[src/design/express_slot_pkg.sv]
// constants and carrier types for the slot and link tuning registers
package express_slot_pkg;

  // ----------------------------------------------------------------
  // register offsets (byte addresses in configuration space)
  // ----------------------------------------------------------------
  localparam logic [7:0] OFS_SLOT_CAP = 8'hc4;
  localparam logic [7:0] OFS_SLOT_CTL = 8'hc8;
  localparam logic [7:0] OFS_CFG0 = 8'hcc;
  localparam logic [7:0] OFS_CFG1 = 8'hd0;
  localparam logic [7:0] OFS_CFG2 = 8'hd4;

  // ----------------------------------------------------------------
  // writable masks and values after reset
  // ----------------------------------------------------------------
  localparam logic [31:0] CTL_WMASK = 32'h0000_07ff;
  localparam logic [31:0] CTL_RST = 32'h0000_0000;
  localparam logic [31:0] CFG0_WMASK = 32'hffff_1fff;
  localparam logic [31:0] CFG0_RST = 32'h0400_1060;
  localparam logic [31:0] CFG1_WMASK = 32'hffff_03ff;
  localparam logic [31:0] CFG1_RST = 32'h0000_0000;
  localparam logic [31:0] CFG2_WMASK = 32'hff7f_7fff;
  localparam logic [31:0] CFG2_RST = 32'h0019_0254;

  // ----------------------------------------------------------------
  // field positions
  // ----------------------------------------------------------------
  localparam logic [31:0] CAP_HP_MASK = 32'h0000_005d;
  localparam int HP_INT_EN_BIT = 5;
  localparam int STAT_EVT_LSB = 16;
  localparam int STAT_LATCH_BIT = 21;
  localparam int STAT_PRES_BIT = 22;
  localparam int STAT_CLR_LANE = 2;
  localparam logic [4:0] STAT_RST = 5'h00;

  // ----------------------------------------------------------------
  // idle-to-l1 waiting period decode
  // ----------------------------------------------------------------
  localparam logic [7:0] WAIT_WRAP = 8'h80;
  localparam logic [8:0] WAIT_BASE_MS = 9'h080;

  // ----------------------------------------------------------------
  // fast training ordered set symbols
  // ----------------------------------------------------------------
  localparam logic [7:0] K28_5 = 8'hbc;
  localparam logic [7:0] K28_1 = 8'h3c;
  localparam logic [1:0] FTS_LAST_IDX = 2'h3;

  typedef struct packed {
    logic valid;
    logic write;
    logic [7:0] addr;
    logic [3:0] be;
    logic [31:0] wdata;
  } cfg_req_t;

  typedef struct packed {
    logic k;
    logic [7:0] code;
  } sym_t;

  typedef struct packed {
    logic presence_changed;
    logic latch_changed;
    logic cmd_done;
    logic power_fault;
    logic button;
  } slot_evt_t;

  typedef struct packed {
    logic [4:0] link_mode_en;
    logic [2:0] lane_neg_tries;
    logic [4:0] ts1_count;
    logic [15:0] l1_enter_timer;
    logic [9:0] l0s_lifetime;
    logic [15:0] l1_lifetime;
    logic [7:0] cdr_fts;
    logic [6:0] l0s_exit_lat;
    logic [6:0] l1_exit_lat;
  } tuning_t;

endpackage

[src/design/express_slot_regs.sv]
// slot capability/control/status and link tuning register bank
`timescale 1ns/1ns
// ------------------------------------------------------------------
// Summary of operation
// strap-enabled hot-plug sets five capability bits
// waiting period decodes 0-127 +128ms, else -128
// each fast training set: K28.5 then three K28.1
// recovery time in sets, bits 7:0, reset 54h
// l1 entry timer default bits 31:16, reset 0400h
// lane negotiation tries, 3 bits, reset 3h
// exit latencies, l1 19h, standby 2h
// slot control bit 5 gates slot interrupts
// hardware sets slot events, a status-lane read clears them
// ------------------------------------------------------------------
module express_slot_regs (
  input wire logic ref_clk,
  input wire logic sys_rst,
  input wire logic hotplug_strap,
  input express_slot_pkg::cfg_req_t cfg_req,
  output logic cfg_ack,
  output logic [31:0] cfg_rdata,
  input express_slot_pkg::slot_evt_t slot_evt,
  input wire logic latch_state,
  input wire logic presence_state,
  output logic slot_irq,
  output logic [15:0] slot_ctrl,
  output express_slot_pkg::tuning_t tuning,
  output logic [8:0] l1_wait_ms,
  input wire logic fts_start,
  output logic fts_valid,
  output express_slot_pkg::sym_t fts_sym,
  output logic fts_done
);

  // ----------------------------------------------------------------
  // state
  // ----------------------------------------------------------------
  typedef enum {FTS_IDLE, FTS_SEND} fts_state_t;

  logic hp_en_reg;
  logic [31:0] ctl_reg;
  logic [31:0] cfg0_reg;
  logic [31:0] cfg1_reg;
  logic [31:0] cfg2_reg;
  logic [4:0] stat_reg;
  logic [4:0] stat_next;
  logic latch_reg;
  logic pres_reg;
  logic cfg_ack_reg;
  logic [31:0] cfg_rdata_reg;
  logic slot_irq_reg;
  logic [8:0] wait_ms_reg;
  fts_state_t fts_state_reg;
  logic [7:0] sets_left_reg;
  logic [1:0] sym_idx_reg;
  logic fts_valid_reg;
  express_slot_pkg::sym_t fts_sym_reg;
  logic fts_done_reg;
  logic [31:0] cap_word;
  logic [31:0] read_word;
  logic wr_hit;
  logic stat_rd_clear;
  logic [7:0] wait_field;
  logic [4:0] evt_bits;

  // ----------------------------------------------------------------
  // helpers
  // ----------------------------------------------------------------
  // byte enables expand to a bit mask; only writable bits change
  function automatic logic [31:0] wr_merge(
    input logic [31:0] old_val,
    input logic [31:0] wdata,
    input logic [3:0] be,
    input logic [31:0] wmask
  );
    logic [31:0] m;
    m = {{8{be[3]}}, {8{be[2]}}, {8{be[1]}}, {8{be[0]}}} & wmask;
    return (old_val & ~m) | (wdata & m);
  endfunction

  function automatic logic [8:0] wait_decode(input logic [7:0] v);
    if (v < express_slot_pkg::WAIT_WRAP) begin
      return express_slot_pkg::WAIT_BASE_MS + {1'b0, v};
    end
    return {1'b0, v - express_slot_pkg::WAIT_WRAP};
  endfunction

  // ----------------------------------------------------------------
  // strap capture
  // ----------------------------------------------------------------
  // strap is sampled while reset is held and frozen afterwards
  always_ff @(posedge ref_clk) begin
    if (sys_rst) begin
      hp_en_reg <= hotplug_strap;
    end
  end

  // capability bits follow the captured strap; the rest read zero
  assign cap_word = hp_en_reg ? express_slot_pkg::CAP_HP_MASK
                              : 32'h0000_0000;

  assign wr_hit = cfg_req.valid && cfg_req.write;

  // ----------------------------------------------------------------
  // writable registers
  // ----------------------------------------------------------------
  // slot control, hot-plug interrupt enable included
  always_ff @(posedge ref_clk) begin
    if (sys_rst) begin
      ctl_reg <= express_slot_pkg::CTL_RST;
    end else if (wr_hit
                 && cfg_req.addr == express_slot_pkg::OFS_SLOT_CTL) begin
      ctl_reg <= wr_merge(ctl_reg, cfg_req.wdata, cfg_req.be,
                          express_slot_pkg::CTL_WMASK);
    end
  end

  // training config zero: lane tries and l1 entry timer
  always_ff @(posedge ref_clk) begin
    if (sys_rst) begin
      cfg0_reg <= express_slot_pkg::CFG0_RST;
    end else if (wr_hit && cfg_req.addr == express_slot_pkg::OFS_CFG0) begin
      cfg0_reg <= wr_merge(cfg0_reg, cfg_req.wdata, cfg_req.be,
                           express_slot_pkg::CFG0_WMASK);
    end
  end

  // lifetime timers
  always_ff @(posedge ref_clk) begin
    if (sys_rst) begin
      cfg1_reg <= express_slot_pkg::CFG1_RST;
    end else if (wr_hit && cfg_req.addr == express_slot_pkg::OFS_CFG1) begin
      cfg1_reg <= wr_merge(cfg1_reg, cfg_req.wdata, cfg_req.be,
                           express_slot_pkg::CFG1_WMASK);
    end
  end

  // recovery time, exit latencies and the waiting period share a word
  always_ff @(posedge ref_clk) begin
    if (sys_rst) begin
      cfg2_reg <= express_slot_pkg::CFG2_RST;
    end else if (wr_hit && cfg_req.addr == express_slot_pkg::OFS_CFG2) begin
      cfg2_reg <= wr_merge(cfg2_reg, cfg_req.wdata, cfg_req.be,
                           express_slot_pkg::CFG2_WMASK);
    end
  end

  // ----------------------------------------------------------------
  // slot status
  // ----------------------------------------------------------------
  // a read touching the status lane clears the events it returned
  assign stat_rd_clear = cfg_req.valid && !cfg_req.write
    && cfg_req.addr == express_slot_pkg::OFS_SLOT_CTL
    && cfg_req.be[express_slot_pkg::STAT_CLR_LANE];

  // set wins over clear so an event in the read cycle is kept
  // input struct packing differs from the status and enable bit order,
  // so events are reordered here: button, fault, latch, presence, done
  always_comb begin
    evt_bits = {slot_evt.cmd_done, slot_evt.presence_changed,
                slot_evt.latch_changed, slot_evt.power_fault, slot_evt.button};
    stat_next = stat_reg;
    if (stat_rd_clear) begin
      stat_next = 5'h00;
    end
    stat_next = stat_next | evt_bits;
  end

  always_ff @(posedge ref_clk) begin
    if (sys_rst) begin
      stat_reg <= express_slot_pkg::STAT_RST;
      latch_reg <= 1'b0;
      pres_reg <= 1'b0;
    end else begin
      stat_reg <= stat_next;
      latch_reg <= latch_state;
      pres_reg <= presence_state;
    end
  end

  // per-event enables in bits 4:0 pair with the status events
  always_ff @(posedge ref_clk) begin
    if (sys_rst) begin
      slot_irq_reg <= 1'b0;
    end else begin
      slot_irq_reg <= ctl_reg[express_slot_pkg::HP_INT_EN_BIT]
                      && |(stat_reg & ctl_reg[4:0]);
    end
  end

  // ----------------------------------------------------------------
  // read path
  // ----------------------------------------------------------------
  always_comb begin
    read_word = 32'h0000_0000;
    case (cfg_req.addr)
      express_slot_pkg::OFS_SLOT_CAP: read_word = cap_word;
      express_slot_pkg::OFS_SLOT_CTL: begin
        read_word = ctl_reg;
        read_word[express_slot_pkg::STAT_EVT_LSB +: 5] = stat_reg;
        read_word[express_slot_pkg::STAT_LATCH_BIT] = latch_reg;
        read_word[express_slot_pkg::STAT_PRES_BIT] = pres_reg;
      end
      express_slot_pkg::OFS_CFG0: read_word = cfg0_reg;
      express_slot_pkg::OFS_CFG1: read_word = cfg1_reg;
      express_slot_pkg::OFS_CFG2: read_word = cfg2_reg;
      default: read_word = 32'h0000_0000; // unmapped reads zero
    endcase
  end

  // every request is answered one cycle later, writes too
  always_ff @(posedge ref_clk) begin
    if (sys_rst) begin
      cfg_ack_reg <= 1'b0;
      cfg_rdata_reg <= 32'h0000_0000;
    end else begin
      cfg_ack_reg <= cfg_req.valid;
      if (cfg_req.valid && !cfg_req.write) begin
        cfg_rdata_reg <= read_word;
      end
    end
  end

  // ----------------------------------------------------------------
  // waiting period decode
  // ----------------------------------------------------------------
  assign wait_field = cfg2_reg[31:24];

  always_ff @(posedge ref_clk) begin
    if (sys_rst) begin
      wait_ms_reg <= express_slot_pkg::WAIT_BASE_MS;
    end else begin
      wait_ms_reg <= wait_decode(wait_field);
    end
  end

  // ----------------------------------------------------------------
  // fast training ordered set sender
  // ----------------------------------------------------------------
  // sends cdr_fts sets; a start while busy is ignored
  always_ff @(posedge ref_clk) begin
    if (sys_rst) begin
      fts_state_reg <= FTS_IDLE;
      sets_left_reg <= 8'h00;
      sym_idx_reg <= 2'h0;
      fts_valid_reg <= 1'b0;
      fts_sym_reg <= '0;
      fts_done_reg <= 1'b0;
    end else begin
      fts_done_reg <= 1'b0;
      fts_valid_reg <= 1'b0;
      case (fts_state_reg)
        FTS_IDLE: begin
          if (fts_start) begin
            if (cfg2_reg[7:0] == 8'h00) begin
              fts_done_reg <= 1'b1; // nothing to send
            end else begin
              sets_left_reg <= cfg2_reg[7:0];
              sym_idx_reg <= 2'h0;
              fts_state_reg <= FTS_SEND;
            end
          end
        end
        FTS_SEND: begin
          fts_valid_reg <= 1'b1;
          fts_sym_reg.k <= 1'b1;
          fts_sym_reg.code <= (sym_idx_reg == 2'h0)
            ? express_slot_pkg::K28_5 : express_slot_pkg::K28_1;
          sym_idx_reg <= sym_idx_reg + 2'h1;
          if (sym_idx_reg == express_slot_pkg::FTS_LAST_IDX) begin
            sets_left_reg <= sets_left_reg - 8'h01;
            if (sets_left_reg == 8'h01) begin
              fts_done_reg <= 1'b1;
              fts_state_reg <= FTS_IDLE;
            end
          end
        end
        default: fts_state_reg <= FTS_IDLE;
      endcase
    end
  end

  // ----------------------------------------------------------------
  // outputs
  // ----------------------------------------------------------------
  assign cfg_ack = cfg_ack_reg;
  assign cfg_rdata = cfg_rdata_reg;
  assign slot_irq = slot_irq_reg;
  assign slot_ctrl = ctl_reg[15:0];
  assign l1_wait_ms = wait_ms_reg;
  assign fts_valid = fts_valid_reg;
  assign fts_sym = fts_sym_reg;
  assign fts_done = fts_done_reg;

  // tuning fields straight from the register flops
  assign tuning.link_mode_en = cfg0_reg[4:0];
  assign tuning.lane_neg_tries = cfg0_reg[7:5];
  assign tuning.ts1_count = cfg0_reg[12:8];
  assign tuning.l1_enter_timer = cfg0_reg[31:16];
  assign tuning.l0s_lifetime = cfg1_reg[9:0];
  assign tuning.l1_lifetime = cfg1_reg[31:16];
  assign tuning.cdr_fts = cfg2_reg[7:0];
  assign tuning.l0s_exit_lat = cfg2_reg[14:8];
  assign tuning.l1_exit_lat = cfg2_reg[22:16];

endmodule

[config.mk]
export PLATFORM = sky130hd
export DESIGN_NAME = express_slot_regs
export DESIGN_NICKNAME = d
export VERILOG_FILES = /design/src/design/express_slot_pkg.sv /design/src/design/express_slot_regs.sv
export SDC_FILE = /design/constraint.sdc
export NUM_CORES = 1
export LEC_CHECK = 0
export ABC_AREA = 1
export BUFFER_PORTS_ARGS = -buffer_cell sky130_fd_sc_hd__buf_2
export CAP_MARGIN = 20
export CORE_MARGIN = 4
export CORE_UTILIZATION = 50
export CTS_CLUSTER_SIZE = 16
export DETAILED_ROUTE_END_ITERATION = 8
export GPL_ROUTABILITY_DRIVEN = 1
export HOLD_SLACK_MARGIN = 0.08
export PLACE_DENSITY = 0.77
export SETUP_SLACK_MARGIN = 0.2
export SLEW_MARGIN = 0
export SYNTH_ARGS = -nofsm -noshare
export SYNTH_HDL_FRONTEND = slang
export SYNTH_SLANG_ARGS = --single-unit
[constraint.sdc]
create_clock -name ref_clk -period 2.63 [get_ports ref_clk]
set_input_delay 0.1315 -clock ref_clk [delete_from_list [all_inputs] [get_ports ref_clk]]
set_output_delay 0.1315 -clock ref_clk [all_outputs]
set_load 0.005 [all_outputs]
==> results of run 1 <==
[synthesized netlist by cell type (2+ instances only)]
cell / number / share of area, %
o211ai_1: 4 / 0.43
nand2_2: 8 / 0.72
nor2_8: 3 / 0.86
ha_1: 4 / 0.72
nand2_1: 143 / 7.7
buf_6: 2 / 0.32
nand3_1: 116 / 8.3
or2_2: 2 / 0.18
nand2_4: 3 / 0.48
buf_2: 14 / 1.0
inv_1: 72 / 3.9
clkbuf_1: 30 / 1.6
buf_4: 37 / 4.0
nor2_1: 72 / 3.9
nor2_4: 5 / 0.81
o21ai_1: 12 / 0.86
dfxtp_1: 160 / 46
o21ai_0: 100 / 7.2
inv_2: 8 / 0.43
o21bai_1: 5 / 0.54
a21oi_1: 122 / 8.7
[area by class of cell]
cell class                 instances  area share, %
timing repair buffer             245           16.7
tap                              176           2.49
clock buffer                      24           5.81
inverter                          81           3.44
clock inverter                     8          0.850
sequential                       161           36.6
antenna                            1         0.0283
multi-input combinational        618           34.0
[what timing repair did]
action / 4_1_cts / 5_1_grt
gates resized for setup: 0 / 0
hold buffers: 43 / 0
endpoints found under the hold margin: 103 / 0
[worst min-delay path, stage by stage]
cell and delay, ns:
buf_2 0.18, nand3_1 0.11, a21oi_1 0.06
[per-stage QoR]
step / instances / hold slack [ns] / worst slack [ns] / power, mW / util, %
finish: 1314 / 0.109 / 0.722 / 5.31 / 65.6
global route: 1314 / 0.0972 / 0.490 / 5.48 / 65.6
CTS: 1313 / 0.0877 / 0.724 / 5.32 / 65.6
detailed placement: 1238 / 0.311 / 0.725 / 2.87 / 58.0
global placement: 1238 / 0.311 / 0.748 / 2.87 / 58.0
floorplan: 944 / 0.230 / 1.33 / 2.76 / -
[cells by family after synthesis]
family / count (synthesis) / synth area share (%)
AND/OR/NAND/NOR: 357 / 23.5
adder cells (fa/ha/maj): 4 / 0.716
AO/OA/AOI/OAI: 246 / 18.0
flip-flops: 161 / 46.2
XOR/XNOR: 1 / 0.125
buffers and inverters: 165 / 11.3
other: 1 / 0.0536
[path summary, 6_finish.rpt]
| check | startpoint | to | cells after the start | slack [ns] |
|---|---|---|---|---|
| setup / recovery | fts_state_reg[0]$_SDFFE_PP0P_ | sets_left_reg[7]$_SDFFE_PP0P_ | 7 | 0.72 |
| hold / removal | cfg_req[34] | flip-flop | 3 | 0.11 |
| setup reg to reg | fts_state_reg[0]$_SDFFE_PP0P_ | sets_left_reg[7]$_SDFFE_PP0P_ | 7 | 0.72 |
| hold reg to reg | flip-flop | l1_wait_ms[7]$_SDFF_PP1_ | 1 | 0.41 |
[power groups by stage]
stage	Clock, mW	Combinational, mW	Sequential (mW)
after floorplan	0	0.215	2.54
after global placement	0	0.317	2.55
after detailed placement	0	0.320	2.55
after CTS	2.46	0.371	2.50
after global routing	2.56	0.416	2.50
final	2.44	0.374	2.50
[layer usage]
metal | part of all wire (%) | track usage (%) | wire length [um] | vias to the layer above
li1 | - | - | - | 3430
met1 | 42 | 34.8 | 9030 | 3191
met2 | 47 | 42.9 | 10000 | 359
met3 | 9.1 | 7.15 | 1960 | 40
met4 | 2.4 | 9.40 | 520 | 0
met5 | 0 | 0 | 0 | -
==> flow_summary.json, run 1 <==
{
  "status": "completed",
  "syn_to_final_growth_pct": 26.3,
  "grt_pass1_vias": 6661,
  "syn_avg_cell_area_um2": 7.48,
  "period_needed_ns": 1.91,
  "comb_power_share_pct": 7.0,
  "grt.total_usage_pct": 26.7,
  "path_clk_slew_ns": 0.06,
  "dieArea_mm2": 0.0159,
  "final.setup.tns_ns": 0,
  "netSwitchingFraction_pct": 23.3,
  "place_area_mm2": 0.00781,
  "grt_pass1_wl_mm": 34.4,
  "crit_slowest_cell": "dfxtp_1",
  "crit_type": "flip-flop to flip-flop",
  "cts.sinks": 161,
  "fin_worst_skew_ns": 0.00686,
  "multi_input_area_mm2": 0.00300,
  "cts_setup_buffers": 0,
  "regArea_mm2": 0.00323,
  "wire_per_inst_um": 16.4,
  "cp.arrival_ns": 2.17,
  "nFillCells": 1205,
  "pin_count": 204,
  "crit_path_max_incr_delay_ns": 0.56,
  "crit_path_cell_trace": "nor2_1 > nand3_1 > o21ai_1 > nor2_1 > inv_2 > nand2_1 > a21oi_1",
  "via_per_inst": 5.34,
  "slew_headroom_pct": 33.0,
  "clockPowerShare_pct": 45.9,
  "cts_root_buf": "clkbuf_16",
  "drive_above_1_share_pct": 23.3,
  "cts_tree": "built",
  "timing.critical_path.required_ns": 2.89,
  "clk_latency_ns": 0.42,
  "worstHoldPathType": "input pin to flip-flop",
  "worstMarginPinSlew_ns": 1.01,
  "crit_buf_inv": 1,
  "postSynth.asyncResetShare_pct": 0,
  "overflow": 0,
  "power.leakage_nw": 4.03,
  "cap_violations": 0,
  "yosys_warnings": 0,
  "clk_path_buf_depth": 2,
  "setup_violations": 0,
  "cts_made_buffers": 17,
  "synth_flop_cell": "dfxtp_1",
  "finalCritPeriodShare_pct": 72.5,
  "htree_levels": 4,
  "num_rows": 42,
  "routed_wl_mm": 21.5,
  "grt_max_degree": 90,
  "maxSlewViolCount": 0,
  "crit_family": "simple AND/OR/NAND/NOR gates",
  "layout_commonest_cell": "buf_2",
  "hold_viol": 0,
  "worstSetupEndpointType": "flip-flop",
  "ys_seq_elements": 161,
  "yosysSeqAreaShare_pct": 46.2,
  "fmax_mhz": 524,
  "p_int_mw": 4.07,
  "worst-path-max-fanout": 13,
  "grt_antenna_before_repair": 1,
  "die_x_um": 126,
  "p_per_area_mw_per_mm2": 601,
  "nets": 1185,
  "synth-edff-count": 1,
  "layout_common_cells": "buf_2, dfxtp_1, nand2_1, a21oi_1, nand3_1",
  "cp-start-kind": "flip-flop",
  "dr.pass1.iters": 7,
  "coreArea_mm2": 0.0135,
  "vias": 7020,
  "syn_inst": 935,
  "pwr-share-seq_pct": 47.0,
  "fp.dieH_um": 126,
  "io_buffers": 193,
  "rsz0062_at_grt": "false",
  "gp_routability_congestion": 0.899,
  "drt_iter0_drc": 728,
  "final_antenna_net_count": 0,
  "ys_types": 34,
  "dp_hpwl_mm": 14.4,
  "finalInstanceArea_mm2": 0.00883,
  "drc": 0,
  "peakVddDrop_v": 0.000633,
  "start_util_pct": 52.0,
  "p_sw_mw": 1.24,
  "crit_top_cell": "nor2_1",
  "netlist_area_mm2": 0.00699
}
Note: power is estimated with default switching activity, not from simulation.
==> run 2: changes to the inputs <==
--- a/config.mk
+++ b/config.mk
@@ -9,12 +9,12 @@
 export BUFFER_PORTS_ARGS = -buffer_cell sky130_fd_sc_hd__buf_2
 export CAP_MARGIN = 20
 export CORE_MARGIN = 4
-export CORE_UTILIZATION = 50
+export CORE_UTILIZATION = 47
 export CTS_CLUSTER_SIZE = 16
 export DETAILED_ROUTE_END_ITERATION = 8
 export GPL_ROUTABILITY_DRIVEN = 1
 export HOLD_SLACK_MARGIN = 0.08
-export PLACE_DENSITY = 0.77
+export PLACE_DENSITY = 0.76
 export SETUP_SLACK_MARGIN = 0.2
 export SLEW_MARGIN = 0
 export SYNTH_ARGS = -nofsm -noshare
==> constraint.sdc (replaced) <==
create_clock -name ref_clk -period 1.74 [get_ports ref_clk]
set_input_delay 0.087 -clock ref_clk [delete_from_list [all_inputs] [get_ports ref_clk]]
set_output_delay 0.087 -clock ref_clk [all_outputs]
set_load 0.005 [all_outputs]
==> flow_summary.json, run 2 (synthesized netlist as in run 1, its figures left out) <==
{
  "cts_root_buf": "clkbuf_16",
  "overflow": 0,
  "grt_max_degree": 53,
  "drt-met1-wl_mm": 9.45,
  "dp_hpwl_mm": 15.3,
  "drt_iter0_drc": 458,
  "r2r_setup_slack_ns": 0.36,
  "fp.dieH_um": 130,
  "power.leakage_nw": 4.15,
  "htree_levels": 4,
  "coreArea_mm2": 0.0145,
  "worstMarginPinSlew_ns": 0.620,
  "drive_above_1_share_pct": 24.7,
  "r2r_end": "sets_left_reg[7]$_SDFFE_PP0P_",
  "clk_path_buf_depth": 2,
  "layout_common_cells": "buf_2, dfxtp_1, nand2_1, a21oi_1, nand3_1",
  "finalCritPeriodShare_pct": 83.4,
  "place_inst": 1266,
  "dp_slack_ns": 0.129,
  "cap_violations": 0,
  "cts_made_buffers": 17,
  "finalNonFillerCells": 1345,
  "r2r_cells": 7,
  "cts_tree": "built",
  "fmax_mhz": 689,
  "maxSlewViolCount": 0,
  "layout_commonest_cell": "buf_2",
  "gp_routability_congestion": 0.926,
  "clockPowerShare_pct": 46.3,
  "p_per_area_mw_per_mm2": 900,
  "crit_start": "cfg_req[41]",
  "period_needed_ns": 1.45,
  "p_int_mw": 6.21,
  "place_area_mm2": 0.00797,
  "grt_pass1_wl_mm": 33.6,
  "nFillCells": 1281,
  "peakVddDrop_v": 0.000882,
  "comb_power_share_pct": 7.4,
  "rsz0062_at_grt": "false",
  "finalInstanceArea_mm2": 0.00905,
  "setup_ws_ns": 0.290,
  "wl_met3_mm": 1.68,
  "netSwitchingFraction_pct": 23.8,
  "pwr-share-seq_pct": 46.2,
  "route.met2.wl_mm": 10.6,
  "dieArea_mm2": 0.0169,
  "worstHoldPathType": "input pin to flip-flop",
  "routed_wl_mm": 22.2,
  "final_core_util_pct": 62.3,
  "nets": 1209,
  "final_antenna_net_count": 0,
  "grt_antenna_before_repair": 1,
  "p_sw_mw": 1.94,
  "crit_type": "input pin to flip-flop",
  "cts.sinks": 161,
  "cp.arrival_ns": 1.79,
  "vias": 7095,
  "via_per_inst": 5.28,
  "n_antenna_cell": 0,
  "io_buffers": 193,
  "die_x_um": 130,
  "regArea_mm2": 0.00323,
  "worstSetupEndpointType": "flip-flop",
  "syn_to_final_growth_pct": 29.4,
  "worst-path-max-fanout": 20,
  "cts_setup_buffers": 0,
  "slew_headroom_pct": 58.6,
  "timing.critical_path.required_ns": 2.08,
  "start_util_pct": 48.1,
  "drc": 0,
  "num_rows": 44,
  "setup_violations": 0,
  "hold_viol": 0,
  "status": "completed",
  "clk_latency_ns": 0.43,
  "path_clk_slew_ns": 0.07,
  "cp-start-kind": "input pin",
  "wire_per_inst_um": 16.5,
  "grt.total_usage_pct": 25.4,
  "top_layer_used": "met5",
  "fin_worst_skew_ns": 0.0113,
  "pin_count": 204,
  "grt_pass1_vias": 6488,
  "final.setup.tns_ns": 0,
  "dr.pass1.iters": 5,
  "multi_input_area_mm2": 0.00302
}
-- run 2: changes by cell type in the layout (fill, tap and decap cells not counted), moves of 2 or more --
cell and delta:
clkinvlp_4 -2, clkinv_4 +3, nor2_4 +2, inv_6 +2, dlygate4sd3_1 +4, buf_4 +20
-- run 2: routing by layer --
| metal | up-vias | global-route usage [%] |
|---|---|---|
| li1 | 3471 | - |
| met1 | 3285 | 33.1 |
| met2 | 304 | 42.1 |
| met3 | 33 | 6.47 |
| met4 | 2 | 7.03 |
| met5 | - | 0 |
-- run 2: how the worst min path moves through the flow --
stage,start,endpoint,slack (ns),depth (start not counted)
finish,cfg_req[32],flip-flop,0.16,4
global route,cfg_req[32],flip-flop,0.17,4
CTS,cfg_req[32],flip-flop,0.15,4
detailed placement,hotplug_strap,hp_en_reg$_DFFE_PP_,0.28,1
global placement,hotplug_strap,hp_en_reg$_DFFE_PP_,0.27,1
floorplan,hotplug_strap,hp_en_reg$_DFFE_PP_,0.19,0
-- run 2: worst max-delay path, cell delays in order --
cell and delay [ns]:
buf_2 0.11, inv_1 0.07, nand2_1 0.08, nor2_4 0.16
nand2_2 0.15, nor2_4 0.14, buf_12 0.18, nand3_1 0.07
dlygate4sd3_1 0.58, a21oi_1 0.17
-- run 2: what timing repair did --
action                     4_1_cts  5_1_grt
setup endpoints to repair        7        7
hold endpoints to repair       105        0
resized for setup                1        2
hold buffers                    47        0
-- run 2: metrics by stage --
stage	hold WS (ns)	power, mW
final	0.159	8.15
after global routing	0.171	8.38
after CTS	0.148	8.18
after detailed placement	0.278	4.36
after global placement	0.268	4.36
after floorplan	0.186	4.17
-- run 2: final cells by class --
class | count | share of cell area (%)
Sequential cell | 161 | 35.7
Multi-Input combinational cell | 618 | 33.3
Timing Repair Buffer | 269 | 18.4
Clock buffer | 21 | 5.20
Inverter | 81 | 3.36
Tap cell | 184 | 2.54
Clock inverter | 11 | 1.42
-- run 2: power groups by stage --
| stage | Combinational (mW) | Clock, mW | Sequential (mW) |
|---|---|---|---|
| 3_5_place_dp | 0.511 | 0 | 3.85 |
| 4_1_cts | 0.591 | 3.82 | 3.77 |
| 3_3_place_gp | 0.507 | 0 | 3.85 |
| 6_report | 0.606 | 3.77 | 3.77 |
| 2_1_floorplan | 0.325 | 0 | 3.84 |
| 5_1_grt | 0.661 | 3.95 | 3.77 |
==> run 3: changes to the inputs <==
==> constraint.sdc (replaced) <==
create_clock -name ref_clk -period 1.2 [get_ports ref_clk]
set_input_delay 0.06 -clock ref_clk [delete_from_list [all_inputs] [get_ports ref_clk]]
set_output_delay 0.06 -clock ref_clk [all_outputs]
set_load 0.005 [all_outputs]
==> flow_summary.json, run 3 (synthesized netlist as in run 1, its figures left out) <==
{
  "status": "complete, but fails checks",
  "violations": "setup timing",
  "finalCritPeriodShare_pct": 104,
  "final_antenna_net_count": 0,
  "period_needed_ns": 1.24,
  "setup_violations": 7,
  "timing.critical_path.required_ns": 1.56,
  "place_area_mm2": 0.00865,
  "setup_ws_ns": -0.0426,
  "clk_latency_ns": 0.43,
  "crit_slowest_cell": "dfxtp_4",
  "crit_path_max_incr_delay_ns": 0.36,
  "worst-path-max-fanout": 7,
  "cap_violations": 0,
  "fmax_mhz": 805,
  "worstHoldPathType": "input pin to flip-flop",
  "grt_max_degree": 44,
  "grt_antenna_before_repair": 0,
  "cp.arrival_ns": 1.60,
  "overflow": 0,
  "die_x_um": 130,
  "pin_count": 204,
  "dieArea_mm2": 0.0169,
  "maxSlewViolCount": 0,
  "fin_worst_skew_ns": 0.0158,
  "peakVddDrop_v": 0.00102,
  "syn_to_final_growth_pct": 46.9,
  "routed_wl_mm": 24.0,
  "io_buffers": 193,
  "grt.total_usage_pct": 27.0,
  "wire_per_inst_um": 17.2,
  "crit_type": "flip-flop to flip-flop",
  "clk_path_buf_depth": 2,
  "drc": 0,
  "cp-start-kind": "flip-flop",
  "vias": 7596,
  "layout_commonest_cell": "buf_2",
  "dp_slack_ns": -0.194,
  "hold_viol": 0,
  "rsz0062_at_grt": "true",
  "p_per_area_mw_per_mm2": 1210,
  "worstSetupEndpointType": "flip-flop",
  "grt_pass1_vias": 7158,
  "crit_buf_inv": 1,
  "dp_hpwl_mm": 15.5,
  "cts_tree": "built",
  "path_clk_slew_ns": 0.06,
  "crit_path_cell_trace": "nor2_4 > nand3_4 > o21ai_4 > nor2_4 > inv_4 > nand2_1 > a21oi_2",
  "fp.dieH_um": 130,
  "gp_routability_congestion": 0.895,
  "finalInstanceArea_mm2": 0.0103,
  "crit_top_cell": "nor2_4",
  "via_per_inst": 5.46,
  "dr.pass1.iters": 6,
  "coreArea_mm2": 0.0145,
  "start_util_pct": 48.1,
  "cts_root_buf": "clkbuf_16",
  "num_rows": 44,
  "htree_levels": 4,
  "drt_iter0_drc": 731,
  "layout_common_cells": "buf_2, nand2_1, a21oi_1, nand3_1, dfxtp_1",
  "n_antenna_cell": 0,
  "grt_pass1_wl_mm": 36.0,
  "power.leakage_nw": 4.66,
  "cts_made_buffers": 17,
  "crit_family": "simple AND/OR/NAND/NOR gates",
  "drive_above_1_share_pct": 38.0,
  "hold_buffers": 49,
  "nets": 1259,
  "cts.sinks": 161
}
[run 3: through the flow]
stage | setup TNS [ns] | util (%) | instances | hold slack, ns | power, mW
after floorplan | 0 | - | 944 | 0.159 | 6.11
after global placement | -9.23 | 59.5 | 1298 | 0.239 | 6.46
after detailed placement | -12.23 | 59.5 | 1298 | 0.254 | 6.47
after CTS | -0.146 | 68.3 | 1379 | 0.122 | 12.3
after global routing | -0.909 | 70.7 | 1392 | 0.0625 | 12.7
final | -0.118 | 70.7 | 1392 | 0.0619 | 12.4
[run 3: metal layers]
layer	global-route usage [%]	part of all wire, %
met4	10.6	3.7
met2	45.2	48
met3	5.98	7.8
met5	0	0
met1	34.1	40
[run 3: area by class of cell]
type / count / area [um2]
Fill cell: 1140 / 4260
Clock inverter: 6 / 130
Multi-Input combinational cell: 619 / 3410
Clock buffer: 23 / 488
Inverter: 81 / 380
Tap cell: 184 / 230
Timing Repair Buffer: 318 / 2310
Sequential cell: 161 / 3330
[run 3: tightest hold or removal path: cells and delay by family]
kind | cells | cell delay [ns]
buffers and inverters | 1 | 0.18
and+or+nand+nor | 1 | 0.13
AOI/OAI and AO/OA | 1 | 0.07
[run 3: timing repair]
item                       CTS  global route
setup endpoints to repair   46            97
hold endpoints to repair   106             3
buffers inserted             2            13
pin swaps                   11            24
gates resized for setup     65            94
gates cloned                 1             0
[run 3: worst paths after layout]
kind	from	endpoint	slack, ns	cells past startpoint
worst max-delay path	fts_state_reg[0]$_SDFFE_PP0P_	sets_left_reg[7]$_SDFFE_PP0P_	-0.04	7
worst min-delay path	cfg_req[32]	flip-flop	0.06	3
worst max register to register	fts_state_reg[0]$_SDFFE_PP0P_	sets_left_reg[7]$_SDFFE_PP0P_	-0.04	7
worst min register to register	flip-flop	l1_wait_ms[7]$_SDFF_PP1_	0.45	1
[run 3: report_power, final]
part | internal (mW) | total [mW] | leakage (nW) | switching (mW)
Clock | 3.66 | 5.78 | 0.305 | 2.11
Sequential | 5.41 | 5.48 | 1.33 | 0.0676
Combinational | 0.487 | 1.15 | 3.02 | 0.660
Total | 9.56 | 12.4 | 4.66 | 2.84
